**config.mk**
```make
export PLATFORM = sky130hd
export DESIGN_NAME = hpc_host_pin_config
export DESIGN_NICKNAME = d
export VERILOG_FILES = /design/src/verilog/hpc_host_pin_config.v
export VERILOG_INCLUDE_DIRS = /design/src /design/src/include
export SDC_FILE = /design/constraint.sdc
export NUM_CORES = 1
export LEC_CHECK = 0
export BUFFER_PORTS_ARGS = -buffer_cell sky130_fd_sc_hd__buf_4
export CORE_MARGIN = 2
export CORE_UTILIZATION = 52
export CTS_CLUSTER_DIAMETER = 80
export DETAILED_ROUTE_END_ITERATION = 6
export HOLD_SLACK_MARGIN = 0.15
export PLACE_DENSITY = 0.82
export RECOVER_POWER = 50
export SETUP_SLACK_MARGIN = 0.1
export SKIP_CTS_REPAIR_TIMING = 1
export SLEW_MARGIN = 20
export SYNTH_ARGS = -nofsm -noshare
export SYNTH_HDL_FRONTEND = slang
export SYNTH_SLANG_ARGS = --single-unit
```
**constraint.sdc**
```tcl
create_clock -name sys_clk_in -period 2.8 [get_ports sys_clk_in]
set_clock_uncertainty 0.05 [all_clocks]
set_input_delay 0.56 -clock sys_clk_in [delete_from_list [all_inputs] [get_ports sys_clk_in]]
set_output_delay 0.56 -clock sys_clk_in [all_outputs]
set_load 0.03 [all_outputs]
```
**src/include/hpc_map.vh**
```
// Constants for the host pin configuration register block.
// Assumes inclusion by bare name from design files only.
`ifndef HPC_MAP_VH
`define HPC_MAP_VH

`define HPC_CMD_READ      8'h20
`define HPC_CMD_WRITE     8'ha0
`define HPC_RESET_VAL     16'h0028
`define HPC_WR_MASK       16'h1fff
`define HPC_BIT_PD1       12
`define HPC_BIT_KEEPCLK   11
`define HPC_BIT_ONCHIPOC  10
`define HPC_BIT_SHIRQ     9
`define HPC_BIT_ACKMODE   8
`define HPC_BIT_SHDMA     7
`define HPC_BIT_ACKPOL    6
`define HPC_BIT_REQPOL    5
`define HPC_BW_HI         4
`define HPC_BW_LO         3
`define HPC_BIT_IRQPOL    2
`define HPC_BIT_IRQEDGE   1
`define HPC_BIT_IRQEN     0
`define HPC_BW_16BIT      2'h1
`define HPC_EDGE_PULSE_CYC 4'h8

`endif

```
**src/verilog/hpc_host_pin_config.v**
```verilog
// Host pin configuration register and the pin routing it steers.
// Assumes a command/data port already decoded from the parallel bus, and
// interrupt, DMA and pin signals from sibling logic on the same clock.
`timescale 1ns/1ps
`default_nettype none
`include "hpc_map.vh"

module hpc_host_pin_config (
  input  wire        sys_clk_in,            // 200 MHz clock
  input  wire        rstn_in,               // Async reset, active low
  input  wire        cmd_valid_in,          // Command strobe, one cycle
  input  wire [7:0]  cmd_code_in,           // Command code
  input  wire [15:0] cmd_wdata_in,          // Write data
  output reg  [15:0] cmd_rdata_out,         // Read data
  output reg         cmd_rvalid_out,        // Read data valid pulse
  input  wire        dual_role_select_pin_in, // Mode-select pin
  input  wire        role_sense_pin_in,     // Role-sense pin
  input  wire        local_plus_pulldown_in,  // From dual-role control reg
  input  wire        local_minus_pulldown_in, // From dual-role control reg
  output wire        port1_plus_pd_out,     // Pull-down enable, plus line
  output wire        port1_minus_pd_out,    // Pull-down enable, minus line
  output wire        keep_clock_in_suspend_out, // Clock must keep running
  input  wire        ext_overcurrent_in,    // External digital detect
  input  wire        ana_overcurrent_in,    // On-chip analog detect
  output wire        overcurrent_detect_out,// Selected over-current
  input  wire        host_ctrl_irq_in,      // Host controller interrupt
  input  wire        peripheral_ctrl_irq_in,// Peripheral controller interrupt
  input  wire        cpu_irq_enable_in,     // From cpu irq enable register
  output reg         irq_pin_a_out,         // Interrupt pin A
  output reg         irq_pin_b_out,         // Interrupt pin B, active low
  input  wire        host_ctrl_dreq_in,     // Host DMA request
  input  wire        peripheral_ctrl_dreq_in, // Peripheral DMA request
  output reg         dma_req_a_out,         // DMA request pin A
  output reg         dma_req_b_out,         // DMA request pin B, active high
  input  wire        dma_ack_a_in,          // DMA ack pin A
  input  wire        dma_ack_b_in,          // DMA ack pin B, active low
  output wire        host_ctrl_dack_out,    // Host ack, active high
  output wire        peripheral_ctrl_dack_out, // Peripheral ack, active high
  output wire        ack_strobe_mode_out,   // Ack qualifies strobes when low
  output wire [1:0]  cpu_bus_width_out      // Bus width field
);

  ////////////////////////////////////////////////////////////////////////
  // Storage and internal nets
  reg  [15:0] cfg_q;
  reg  [1:0]  dsel_s1_q;
  reg  [1:0]  dsel_s2_q;
  reg  [1:0]  ack_s1_q;
  reg  [1:0]  ack_s2_q;
  reg         irq_a_prev_q;
  reg  [3:0]  pulse_cnt_q;
  reg  [3:0]  pulse_cnt_d;
  reg         irq_a_act;
  reg         irq_b_act;
  reg         req_a_act;
  reg         irq_pin_a_d;
  reg         irq_pin_b_d;
  reg         dma_req_a_d;
  reg         dma_req_b_d;
  wire        wr_hit;
  wire        rd_hit;
  wire        host_mode;
  wire        ack_a_act;
  wire        ack_b_act;

  ////////////////////////////////////////////////////////////////////////
  // Command decode; any other code is dropped without a reply
  assign wr_hit = cmd_valid_in & (cmd_code_in == `HPC_CMD_WRITE);
  assign rd_hit = cmd_valid_in & (cmd_code_in == `HPC_CMD_READ);

  ////////////////////////////////////////////////////////////////////////
  // Configuration word; reserved width codes are kept as written
  // Bits 15..13 are not built, so the mask keeps them reading zero
  always @(posedge sys_clk_in or negedge rstn_in) begin
    if (!rstn_in) begin
      cfg_q <= `HPC_RESET_VAL;
    end else if (wr_hit) begin
      cfg_q <= cmd_wdata_in & `HPC_WR_MASK;
    end
  end

  ////////////////////////////////////////////////////////////////////////
  // Read reply; a read beside a write returns the old word
  always @(posedge sys_clk_in or negedge rstn_in) begin
    if (!rstn_in) begin
      cmd_rdata_out  <= 16'h0000;
      cmd_rvalid_out <= 1'b0;
    end else begin
      cmd_rvalid_out <= rd_hit;
      if (rd_hit) begin
        cmd_rdata_out <= cfg_q;
      end
    end
  end

  ////////////////////////////////////////////////////////////////////////
  // Mode pins; first stage read only by second
  always @(posedge sys_clk_in or negedge rstn_in) begin
    if (!rstn_in) begin
      dsel_s1_q <= 2'h0;
      dsel_s2_q <= 2'h0;
    end else begin
      dsel_s1_q <= {dual_role_select_pin_in, role_sense_pin_in};
      dsel_s2_q <= dsel_s1_q;
    end
  end

  ////////////////////////////////////////////////////////////////////////
  // Ack pins; reset to the idle level of an active-low strobe
  always @(posedge sys_clk_in or negedge rstn_in) begin
    if (!rstn_in) begin
      ack_s1_q <= 2'h3;
      ack_s2_q <= 2'h3;
    end else begin
      ack_s1_q <= {dma_ack_a_in, dma_ack_b_in};
      ack_s2_q <= ack_s1_q;
    end
  end

  ////////////////////////////////////////////////////////////////////////
  // Pull-downs; a role change shows two cycles after the pins move
  assign host_mode = dsel_s2_q[1] & ~dsel_s2_q[0];
  assign port1_plus_pd_out  = host_mode ? cfg_q[`HPC_BIT_PD1]
                                        : local_plus_pulldown_in;
  assign port1_minus_pd_out = host_mode ? cfg_q[`HPC_BIT_PD1]
                                        : local_minus_pulldown_in;

  ////////////////////////////////////////////////////////////////////////
  // Suspend clock, over-current source and reported fields
  assign keep_clock_in_suspend_out = cfg_q[`HPC_BIT_KEEPCLK];
  assign overcurrent_detect_out = cfg_q[`HPC_BIT_ONCHIPOC] ? ana_overcurrent_in
                                                          : ext_overcurrent_in;
  assign ack_strobe_mode_out = cfg_q[`HPC_BIT_ACKMODE];
  assign cpu_bus_width_out   = cfg_q[`HPC_BW_HI:`HPC_BW_LO];

  ////////////////////////////////////////////////////////////////////////
  // DMA acknowledge routing and polarity
  assign ack_a_act = ack_s2_q[1] ~^ cfg_q[`HPC_BIT_ACKPOL];
  assign ack_b_act = ~ack_s2_q[0];
  assign host_ctrl_dack_out = ack_a_act;
  assign peripheral_ctrl_dack_out = cfg_q[`HPC_BIT_SHDMA] ? ack_a_act : ack_b_act;

  ////////////////////////////////////////////////////////////////////////
  // DMA request next values
  always @* begin
    req_a_act   = host_ctrl_dreq_in
                | (cfg_q[`HPC_BIT_SHDMA] & peripheral_ctrl_dreq_in);
    dma_req_a_d = req_a_act ~^ cfg_q[`HPC_BIT_REQPOL];
    dma_req_b_d = peripheral_ctrl_dreq_in & ~cfg_q[`HPC_BIT_SHDMA];
  end

  ////////////////////////////////////////////////////////////////////////
  // Interrupt next values; edge mode starts an 8-cycle pulse on pin A at each rising cause, restarting any pulse in progress
  // A cause held high gives one pulse only; it must fall to rearm
  always @* begin
    irq_a_act = cfg_q[`HPC_BIT_SHIRQ] ? (host_ctrl_irq_in | peripheral_ctrl_irq_in)
                                      : host_ctrl_irq_in;
    irq_a_act = irq_a_act & cpu_irq_enable_in & cfg_q[`HPC_BIT_IRQEN];
    irq_b_act = peripheral_ctrl_irq_in & ~cfg_q[`HPC_BIT_SHIRQ];
    irq_pin_b_d = ~irq_b_act;
    pulse_cnt_d = pulse_cnt_q;
    if (irq_a_act && !irq_a_prev_q) begin
      pulse_cnt_d = `HPC_EDGE_PULSE_CYC;
    end else if (pulse_cnt_q != 4'h0) begin
      pulse_cnt_d = pulse_cnt_q - 4'h1;
    end
    irq_pin_a_d = cfg_q[`HPC_BIT_IRQEDGE] ? (pulse_cnt_d != 4'h0)
                                          : irq_a_act;
    irq_pin_a_d = irq_pin_a_d ~^ cfg_q[`HPC_BIT_IRQPOL];
  end

  ////////////////////////////////////////////////////////////////////////
  // Edge detector state; idle low so no false edge follows reset
  always @(posedge sys_clk_in or negedge rstn_in) begin
    if (!rstn_in) begin
      irq_a_prev_q <= 1'b0;
      pulse_cnt_q  <= 4'h0;
    end else begin
      irq_a_prev_q <= irq_a_act;
      pulse_cnt_q  <= pulse_cnt_d;
    end
  end

  ////////////////////////////////////////////////////////////////////////
  // Interrupt pins; reset to inactive for the power-up polarity
  always @(posedge sys_clk_in or negedge rstn_in) begin
    if (!rstn_in) begin
      irq_pin_a_out <= 1'b1;
      irq_pin_b_out <= 1'b1;
    end else begin
      irq_pin_a_out <= irq_pin_a_d;
      irq_pin_b_out <= irq_pin_b_d;
    end
  end

  ////////////////////////////////////////////////////////////////////////
  // DMA request pins; request A resets inactive for active-high
  always @(posedge sys_clk_in or negedge rstn_in) begin
    if (!rstn_in) begin
      dma_req_a_out <= 1'b0;
      dma_req_b_out <= 1'b0;
    end else begin
      dma_req_a_out <= dma_req_a_d;
      dma_req_b_out <= dma_req_b_d;
    end
  end

endmodule
`default_nettype wire

```
### After elaboration in Yosys (flattened, before gate mapping)

Index checks and enable logic that the tools add are counted.

| storage, ports and cells | value |
|---|---|
| bits of input ports | 40 |
| logic and storage cells | 46 |
| bits in registers | 44 |
| output and inout bits | 30 |

| operators by class | value |
|---|---|
| reduce and logical (&&, ||, !) cells | 4 |
| bitwise logic cells | 18 |
| muxes and demuxes | 8 |
| eq/ne operators | 2 |
| $add $sub $neg | 1 |

Operators by type and width:

| kind | number |
|---|---|
| $and 1x1->1 | 8 |
| $eq 8x6->1 const B | 1 |
| $eq 8x8->1 const B | 1 |
| $mux 4 | 2 |
| $reduce_bool 4->1 | 2 |
| $mux 1 | 6 |
| $not 1->1 | 5 |
| $sub 4x1->4 const B | 1 |
| $xnor 1x1->1 | 3 |
| $or 1x1->1 | 2 |
| $logic_and 1x1->1 | 1 |
| $logic_not 1->1 | 1 |

### Longest topological paths before layout

Gate-level depths: netlist of run 1.

| depth | value |
|---|---|
| word-level depth | 9 |
| gate-level depth with buffers | 6 |

### Worst setup path before layout of run 1

No wires, ideal clock.

| timing | value |
|---|---|
| path type | register -> output |
| from | register cfg_q[6] |
| to | output port peripheral_ctrl_dack_out |
| cell stages (with the launch flop) | 4 |
| data arrival time | 1415 ps |
| slack | 775 ps |
| buffers on the path | 0 |
| cells stage by stage | dfrtp_1 xnor2_1 nand2_1 o21ai_0 |

| on the way | value |
|---|---|
| cells in the longest elaborated chain, start to end | 2 |

RTL lines:

| element | RTL line | RTL |
|---|---|---|
| start, declared | hpc_host_pin_config.v:45 | `reg [15:0] cfg_q;` |
| start signal, assigned | hpc_host_pin_config.v:76 | `` cfg_q <= `HPC_RESET_VAL; `` |
| start signal, assigned | hpc_host_pin_config.v:78 | `` cfg_q <= cmd_wdata_in & `HPC_WR_MASK; `` |
| $xnor 1x1->1 | hpc_host_pin_config.v:138 | `` assign ack_a_act = ack_s2_q[1] ~^ cfg_q[`HPC_BIT_ACKPOL]; `` |
| via host_ctrl_dack_out | hpc_host_pin_config.v:37 | `output wire host_ctrl_dack_out,` |
| $mux 1 | hpc_host_pin_config.v:141 | `` assign peripheral_ctrl_dack_out = cfg_q[`HPC_BIT_SHDMA] ? ack_a_act : ack_b_act; `` |
| end, declared | hpc_host_pin_config.v:38 | `output wire peripheral_ctrl_dack_out,` |

The timed path passes the listed nets, and every way through them passes these cells.

### Worst setup path after layout of run 1

| timing | value |
|---|---|
| from | register ack_s2_q[1] |
| to | output port peripheral_ctrl_dack_out |

| on the way | value |
|---|---|
| cells in the longest elaborated chain, start to end | 2 |

RTL lines:

| element | RTL line | RTL |
|---|---|---|
| start, declared | hpc_host_pin_config.v:49 | `reg [1:0] ack_s2_q;` |
| start signal, assigned | hpc_host_pin_config.v:116 | `ack_s2_q <= ack_s1_q;` |
| $xnor 1x1->1 | hpc_host_pin_config.v:138 |  |
| $mux 1 | hpc_host_pin_config.v:141 |  |

Every way passes these cells.

==> flow_summary.rst, run 1 <==
.. list-table::
   :header-rows: 1

   * - Metric
     - Value
   * - Peak per-stage delay on the critical path
     - 0.55 ns
   * - Unique masters post-synth
     - 32
   * - Met2 Usage GRT
     - 33.3%
   * - Antenna violations before repair
     - 0
   * - Count of maximum capacitance violations
     - 0
   * - Number of cells on the worst hold path
     - 1
   * - Global-route wire length before repair
     - 5.62 mm
   * - Final count of pins violating max slew
     - 0
   * - Area fraction of the dominant cell type after synthesis
     - 48.6%
   * - Full die area
     - 4050 µm²
   * - Total area of sequential cells
     - 1110 µm²
   * - Area after DPL
     - 2320 µm²
   * - Buffers plus inverters on the worst setup path
     - 1
   * - Clk sinks
     - 44
   * - Rel. slew slack
     - 32.5%
   * - Largest net degree at the start of global routing
     - 45
   * - Busiest layer in global routing
     - met2
   * - Most instantiated flip-flop cell in the synthesis netlist
     - sky130_fd_sc_hd__dfrtp_1
   * - Most instantiated cells after synthesis
     - 36 x sky130_fd_sc_hd__dfrtp_1, 19 x sky130_fd_sc_hd__mux2_4, 8 x sky130_fd_sc_hd__dfstp_2, 8 x sky130_fd_sc_hd__mux2_2, 5 x sky130_fd_sc_hd__buf_4
   * - Top cell type by total area after synthesis
     - sky130_fd_sc_hd__dfrtp_1
   * - Fraction of layout cells with a size suffix above 1
     - 60.1%
   * - Launch point of the worst hold path
     - dma_ack_a_in
   * - Final routed wirelength across all metal layers
     - 3.29 mm
   * - CORE AREA
     - 3390 µm²
   * - Placer's final routability congestion estimate
     - 0.725
   * - Final Net Count
     - 228
   * - YS warnings
     - 0
   * - Relative contribution of combinational cells to total power
     - 18.6%
   * - Cell count after synthesis
     - 121
   * - Final count of negative-setup-slack endpoints
     - 0
   * - Reg power frac
     - 52.3%
   * - Initial cell density of the core
     - 54.6%
   * - FF-to-FF path depth
     - 6
   * - Vias after detailed routing
     - 1152
   * - Combined global-route utilization of all metal layers
     - 18.3%
   * - Peak Freq
     - 0.512 GHz
   * - Post-synthesis instance area
     - 1850 µm²
   * - Number of enable-type register cells in the synthesized netlist
     - 0
   * - Cell Int Power
     - 0.00104 W
   * - Count of inserted antenna diode cells
     - 0
   * - Sequential-to-total area share from yosys stat
     - 60.0%
   * - Critical path endpoint category
     - output port
   * - Number of buffers inserted during clock tree synthesis
     - 5
   * - Largest cells by area after synthesis
     - sky130_fd_sc_hd__dfrtp_1 49%, sky130_fd_sc_hd__mux2_4 15%, sky130_fd_sc_hd__dfstp_2 11%, sky130_fd_sc_hd__mux2_2 4.9%, sky130_fd_sc_hd__buf_4 2.0%
   * - Sum of negative setup slack
     - 0 ns
   * - Sum of overflow across all layers after global routing
     - 0
   * - Async set-reset flop share out of synthesis
     - 100%
   * - Run status
     - complete, no violations
   * - Post-DR vias/cell
     - 4.92
   * - Post-detailed-route count of antenna-violating nets
     - 0
   * - Area used by multi-input combinational logic
     - 668 µm²
   * - Clock network fraction of total power
     - 29.1%
   * - Hold Crit Class
     - input port to register
   * - Total power density per cell area
     - 582 nW/µm²
   * - Dominant cell by count in the synthesized netlist
     - sky130_fd_sc_hd__dfrtp_1
   * - Residual DRC count
     - 0
   * - Clock slew seen by the registers of the worst setup and hold paths
     - 0.12 ns
   * - Startpoint class of the critical path
     - register
   * - Area growth syn-to-layout
     - 30.6%
   * - CTS tree
     - done
   * - Setup repair after global routing missed its margin
     - false
   * - Worst hold slack
     - 0.268 ns
   * - Register-to-register path setup slack
     - 1.15 ns
   * - Number of fill cells in the layout
     - 237
   * - Highest-delay cell along the critical path
     - sky130_fd_sc_hd__dfstp_2
   * - Number of storage elements in the synthesis netlist
     - 44
   * - Least-Margin Pin Slew
     - 1.01 ns
   * - Critical Path RT
     - 2.19 ns
   * - Met1 routing resource usage after global routing
     - 21.0%
   * - Final clock period utilization by the worst path
     - 69.8%
   * - Sw Pwr
     - 0.000370 W
   * - Detailed-route wire length per cell
     - 14.1 µm
   * - Lkg Pwr
     - 1.24 nW
   * - Worst reg2reg startpoint
     - pulse_cnt_q[0]
   * - Estimated wirelength of the detail-placed design
     - 2.53 mm
   * - Number of buffers on the longest clock path
     - 2
   * - Cell-by-cell trace of the critical path
     - xnor2_1 -> nand2_1 -> o21ai_0 -> buf_4
   * - Peak supply drop
     - 0.000415 V
   * - Routing usage on met3
     - 4.29%
   * - Vias in the first global route
     - 1223
   * - Type of the setup path with the least slack
     - register to output port
   * - Switch share
     - 26.3%
   * - Clock H-tree levels
     - 2
   * - Cell area after layout
     - 2420 µm²
   * - Chip Width
     - 63.7 µm
   * - # port buffers
     - 63
   * - Final critical delay including setup and external delays
     - 1.95 ns
   * - Capture instance of the worst register-to-register path
     - irq_pin_a_out
   * - Core utilization of the finished layout
     - 71.4%
   * - Clock latency at the later pin of the worst-skew pair
     - 0.35 ns
   * - Capture endpoint of the worst hold path
     - ack_s1_q[1]
   * - Final hold violation count
     - 0
   * - FP Rows
     - 21
   * - Chip Height
     - 63.7 µm
   * - Arrival time worst endpoint
     - 1.34 ns
   * - Root Driver
     - sky130_fd_sc_hd__clkbuf_4
   * - Iteration-0 DRC count of the detailed router
     - 36
   * - Syn_area_per_cell
     - 15.3 µm²
   * - First drt pass iteration count
     - 4
   * - Top-level I/O count
     - 70
   * - Cell family with the largest share of critical-path delay
     - flip-flops
   * - Maximum fanout count along the critical path
     - 2
[sequential cells by signal, summed over array words and instances, names as in the netlist]
register	flops
cfg_q	13
cmd_rdata_out	13
pulse_cnt_q	4
ack_s1_q	2
ack_s2_q	2
dsel_s1_q	2
dsel_s2_q	2
cmd_rvalid_out	1
dma_req_a_out	1
dma_req_b_out	1
irq_a_prev_q	1
irq_pin_a_out	1
irq_pin_b_out	1
[power groups by stage]
stage | Combinational, W | Sequential, W | Clock, W
6_report | 0.000262 | 0.000736 | 0.000409
4_1_cts | 0.000266 | 0.000736 | 0.000419
2_1_floorplan | 0.000159 | 0.000752 | 0
3_3_place_gp | 0.000247 | 0.000741 | 0
3_5_place_dp | 0.000266 | 0.000748 | 0
5_1_grt | 0.000290 | 0.000744 | 0.000455
[cell type report]
class	count	area share [%]
timing repair buffer	64	19.9
clock inverter	2	1.60
clock buffer	6	2.12
tap	46	2.38
sequential	44	45.9
inverter	3	0.466
multi-input combinational	69	27.6
[worst max path at each step]
stage | from | endpoint | slack, ns | cells past startpoint
3_5_place_dp | cmd_code_in[1] | cmd_rdata_out[12] | 0.70 | 5
2_1_floorplan | cfg_q[6] | peripheral_ctrl_dack_out | 0.77 | 3
6_report | ack_s2_q[1] | peripheral_ctrl_dack_out | 0.85 | 4
3_3_place_gp | cmd_code_in[1] | cmd_rdata_out[2] | 0.70 | 5
5_1_grt | ack_s2_q[1] | peripheral_ctrl_dack_out | 0.70 | 4
4_1_cts | ack_s2_q[1] | peripheral_ctrl_dack_out | 0.82 | 4
[per-stage QoR]
step / power [W] / worst slack (ns) / cells
detailed placement: 0.00101 / 0.698 / 225
global placement: 0.000988 / 0.699 / 225
CTS: 0.00142 / 0.818 / 233
global route: 0.00149 / 0.698 / 234
floorplan: 0.000911 / 0.775 / 123
finish: 0.00141 / 0.846 / 234
[kinds of logic (layout without fill, tap and decap cells)]
group                      Yosys count  after routing  synth area share, %
buffers and inverters               10             75                 4.32
xor gates and xnor gates             4              4                 1.89
other                                1              3                0.203
adders and majority gates            1              1                0.676
AOI/OAI and AO/OA                   11             11                 4.19
and+or+nand+nor                     23             23                 8.45
muxes                               27             27                 20.3
DFF                                 44             44                 60.0
[layer usage]
metal	vias up	share of wire, %	wire (µm)
met5	-	0	0
met4	0	1.2	40
met3	5	3.4	112
met2	31	58	1920
met1	572	37	1220
li1	544	-	-
[cell usage in the layout, fill, tap and decap left out, types with 2 or more instances in the layout]
cell                       synthesis  routed
sky130_fd_sc_hd__mux2_2            8       8
sky130_fd_sc_hd__nor3_1            2       2
sky130_fd_sc_hd__conb_1            1       3
sky130_fd_sc_hd__clkbuf_4          0       9
sky130_fd_sc_hd__nor2_1            3       3
sky130_fd_sc_hd__a211oi_1          2       2
sky130_fd_sc_hd__buf_4             5      58
sky130_fd_sc_hd__xor2_1            2       2
sky130_fd_sc_hd__dfstp_2           8       8
sky130_fd_sc_hd__xnor2_1           2       2
sky130_fd_sc_hd__dfrtp_1          36      36
sky130_fd_sc_hd__o21ai_0           3       3
sky130_fd_sc_hd__nand2b_1          3       3
sky130_fd_sc_hd__inv_1             3       3
sky130_fd_sc_hd__nand2_1           4       4
sky130_fd_sc_hd__mux2_4           19      19
sky130_fd_sc_hd__nand3b_1          2       2
sky130_fd_sc_hd__a21oi_1           3       3
No activity file was read; power rests on OpenSTA's default activity.
==> run 2: changes to the inputs <==
--- a/config.mk
+++ b/config.mk
@@ -8,11 +8,11 @@
 export LEC_CHECK = 0
 export BUFFER_PORTS_ARGS = -buffer_cell sky130_fd_sc_hd__buf_4
 export CORE_MARGIN = 2
-export CORE_UTILIZATION = 52
+export CORE_UTILIZATION = 48
 export CTS_CLUSTER_DIAMETER = 80
 export DETAILED_ROUTE_END_ITERATION = 6
 export HOLD_SLACK_MARGIN = 0.15
-export PLACE_DENSITY = 0.82
+export PLACE_DENSITY = 0.76
 export RECOVER_POWER = 50
 export SETUP_SLACK_MARGIN = 0.1
 export SKIP_CTS_REPAIR_TIMING = 1
==> constraint.sdc (replaced) <==
create_clock -name sys_clk_in -period 2 [get_ports sys_clk_in]
set_clock_uncertainty 0.05 [all_clocks]
set_input_delay 0.4 -clock sys_clk_in [delete_from_list [all_inputs] [get_ports sys_clk_in]]
set_output_delay 0.4 -clock sys_clk_in [all_outputs]
set_load 0.03 [all_outputs]
==> run 2 against run 1 <==
Register-to-register slack got worse by 0.79 ns. Hold slack got worse by 0.071 ns. Clock power rose by 76%. Critical endpoint unchanged. Largest cell class unchanged. Combinational power rose by 45%. Cell count rose by 3.4%.
==> flow_summary.rst, run 2 (synthesized netlist as in run 1, its figures left out) <==
.. list-table::
   :header-rows: 1

   * - Metric
     - Value
   * - Reg power frac
     - 48.4%
   * - Number of fill cells in the layout
     - 286
   * - Cell-by-cell trace of the critical path
     - xnor2_1 -> nand2_1 -> o21ai_0 -> buf_4
   * - Final count of pins violating max slew
     - 0
   * - Lkg Pwr
     - 1.29 nW
   * - Fraction of layout cells with a size suffix above 1
     - 58.8%
   * - Count of inserted antenna diode cells
     - 0
   * - Total Power
     - 0.00213 W
   * - # port buffers
     - 63
   * - Sum of overflow across all layers after global routing
     - 0
   * - Cell total after placement
     - 229
   * - Leading cell types in the layout, fill and taps excluded
     - 59 x sky130_fd_sc_hd__buf_4, 36 x sky130_fd_sc_hd__dfrtp_1, 19 x sky130_fd_sc_hd__mux2_4, 8 x sky130_fd_sc_hd__mux2_2, 8 x sky130_fd_sc_hd__dfstp_2
   * - Setup repair after global routing missed its margin
     - false
   * - CORE AREA
     - 3690 µm²
   * - Number of buffers on the longest clock path
     - 2
   * - Post-detailed-route count of antenna-violating nets
     - 0
   * - Highest-delay cell along the critical path
     - sky130_fd_sc_hd__dfstp_2
   * - Total power density per cell area
     - 849 nW/µm²
   * - FP Rows
     - 22
   * - Clk sinks
     - 44
   * - Cell Int Power
     - 0.00160 W
   * - Sw Pwr
     - 0.000533 W
   * - Final hold violation count
     - 0
   * - Antenna violations before repair
     - 0
   * - Peak per-stage delay on the critical path
     - 0.53 ns
   * - Root Driver
     - sky130_fd_sc_hd__clkbuf_8
   * - Initial cell density of the core
     - 50.2%
   * - Peak Freq
     - 0.580 GHz
   * - Buffers plus inverters on the worst setup path
     - 1
   * - Clock slew seen by the registers of the worst setup and hold paths
     - 0.08 ns
   * - Final critical delay including setup and external delays
     - 1.72 ns
   * - Full die area
     - 4370 µm²
   * - Top-level I/O count
     - 70
   * - Arrival time worst endpoint
     - 1.27 ns
   * - Detailed-route wire length per cell
     - 14.2 µm
   * - Final routed wirelength across all metal layers
     - 3.44 mm
   * - Type of the setup path with the least slack
     - register to output port
   * - Critical path endpoint category
     - output port
   * - Clock H-tree levels
     - 2
   * - Switch share
     - 25.0%
   * - Critical Path RT
     - 1.55 ns
   * - Area used by multi-input combinational logic
     - 653 µm²
   * - Estimated wirelength of the detail-placed design
     - 2.46 mm
   * - Global-route wire length before repair
     - 5.42 mm
   * - Hold Crit Class
     - input port to register
   * - Final count of negative-setup-slack endpoints
     - 0
   * - Vias in the first global route
     - 1174
   * - Chip Width
     - 66.1 µm
   * - Chip Height
     - 66.1 µm
   * - Rel. slew slack
     - 31.1%
   * - Count of maximum capacitance violations
     - 0
   * - Sum of negative setup slack
     - 0 ns
   * - Maximum fanout count along the critical path
     - 2
   * - Final Net Count
     - 234
   * - Final clock period utilization by the worst path
     - 86.2%
   * - CTS tree
     - done
   * - Cell family with the largest share of critical-path delay
     - flip-flops
   * - Iteration-0 DRC count of the detailed router
     - 27
   * - Clock latency at the later pin of the worst-skew pair
     - 0.29 ns
   * - Largest net degree at the start of global routing
     - 45
   * - Run status
     - complete, no violations
   * - First drt pass iteration count
     - 4
   * - Leading cell type in the layout, fill and taps excluded
     - sky130_fd_sc_hd__buf_4
   * - Area growth syn-to-layout
     - 35.5%
   * - Number of buffers inserted during clock tree synthesis
     - 5
   * - Largest registers ranked by flip-flop count
     - cfg_q x13, cmd_rdata_out x13, pulse_cnt_q x4
   * - Worst hold slack
     - 0.197 ns
   * - Peak supply drop
     - 0.000607 V
   * - Post-DR vias/cell
     - 4.84
   * - Clock network fraction of total power
     - 33.8%
   * - Least-Margin Pin Slew
     - 1.03 ns
   * - Total area of sequential cells
     - 1110 µm²
   * - Final instance count without filler cells
     - 242
   * - Startpoint class of the critical path
     - register
   * - Placer's final routability congestion estimate
     - 0.688
   * - Vias after detailed routing
     - 1172
   * - Relative contribution of combinational cells to total power
     - 17.8%
   * - Combined global-route utilization of all metal layers
     - 17.1%
   * - Residual DRC count
     - 0
-- run 2: cell types whose count changed in the layout (fill, tap and decap cells not counted), sizes merged --
cell / before / now
buf: 58 / 60
clkbuf: 11 / 12
clkinv: 1 / 0
dlygate4sd3: 1 / 5
-- run 2: path summary, 6_finish.rpt --
| kind | endpoint | slack [ns] | cells after the start | start |
|---|---|---|---|---|
| max | peripheral_ctrl_dack_out | 0.28 | 4 | ack_s2_q[1] |
| min | irq_pin_b_out | 0.20 | 2 | peripheral_ctrl_irq_in |
| max reg2reg | irq_pin_a_out | 0.36 | 6 | pulse_cnt_q[0] |
| min reg2reg | ack_s2_q[0] | 0.31 | 0 | ack_s1_q[0] |
| max in group asynchronous | cmd_rdata_out[2] | 0.49 | 2 | rstn_in |
| min in group asynchronous | cfg_q[11] | 0.78 | 2 | rstn_in |
-- run 2: metrics by stage --
step	utilization [%]	setup slack (ns)	instance area (µm²)
final	68.0	0.276	2510
after global routing	68.0	0.204	2510
after CTS	67.2	0.249	2480
after detailed placement	63.7	0.258	2350
after global placement	63.7	0.278	2350
after floorplan	-	0.135	1860
-- run 2: power groups by stage --
| stage | sequential (W) | clock (W) | combinational [W] |
|---|---|---|---|
| 2_1_floorplan | 0.00105 | 0 | 0.000223 |
| 3_3_place_gp | 0.00104 | 0 | 0.000351 |
| 3_5_place_dp | 0.00105 | 0 | 0.000376 |
| 4_1_cts | 0.00103 | 0.000742 | 0.000379 |
| 5_1_grt | 0.00104 | 0.000790 | 0.000417 |
| 6_report | 0.00103 | 0.000721 | 0.000379 |
-- run 2: worst reg2reg max path, stage by stage (launching register included) --
cell	delay, ns
sky130_fd_sc_hd__dfrtp_1	0.43
sky130_fd_sc_hd__inv_1	0.08
sky130_fd_sc_hd__ha_1	0.22
sky130_fd_sc_hd__nand2b_1	0.10
sky130_fd_sc_hd__o31a_1	0.25
sky130_fd_sc_hd__a221oi_2	0.27
sky130_fd_sc_hd__xor2_1	0.17
-- run 2: final cells by class --
type                    instances  area share, %
inverters                       3          0.449
flip-flops and latches         44           44.3
clock buffers                   7           3.84
multi-input cells              69           26.0
clock inverters                 1           1.20
well taps                      48           2.39
repair buffers                 70           21.8
-- run 2: per-layer routing --
metal / up-vias / GRT usage, % / wire (µm)
met5: - / 0 / 0
met3: 5 / 6.13 / 178
met4: 0 / 5.36 / 37
met2: 40 / 28.1 / 1850
met1: 574 / 21.0 / 1370
li1: 553 / - / -
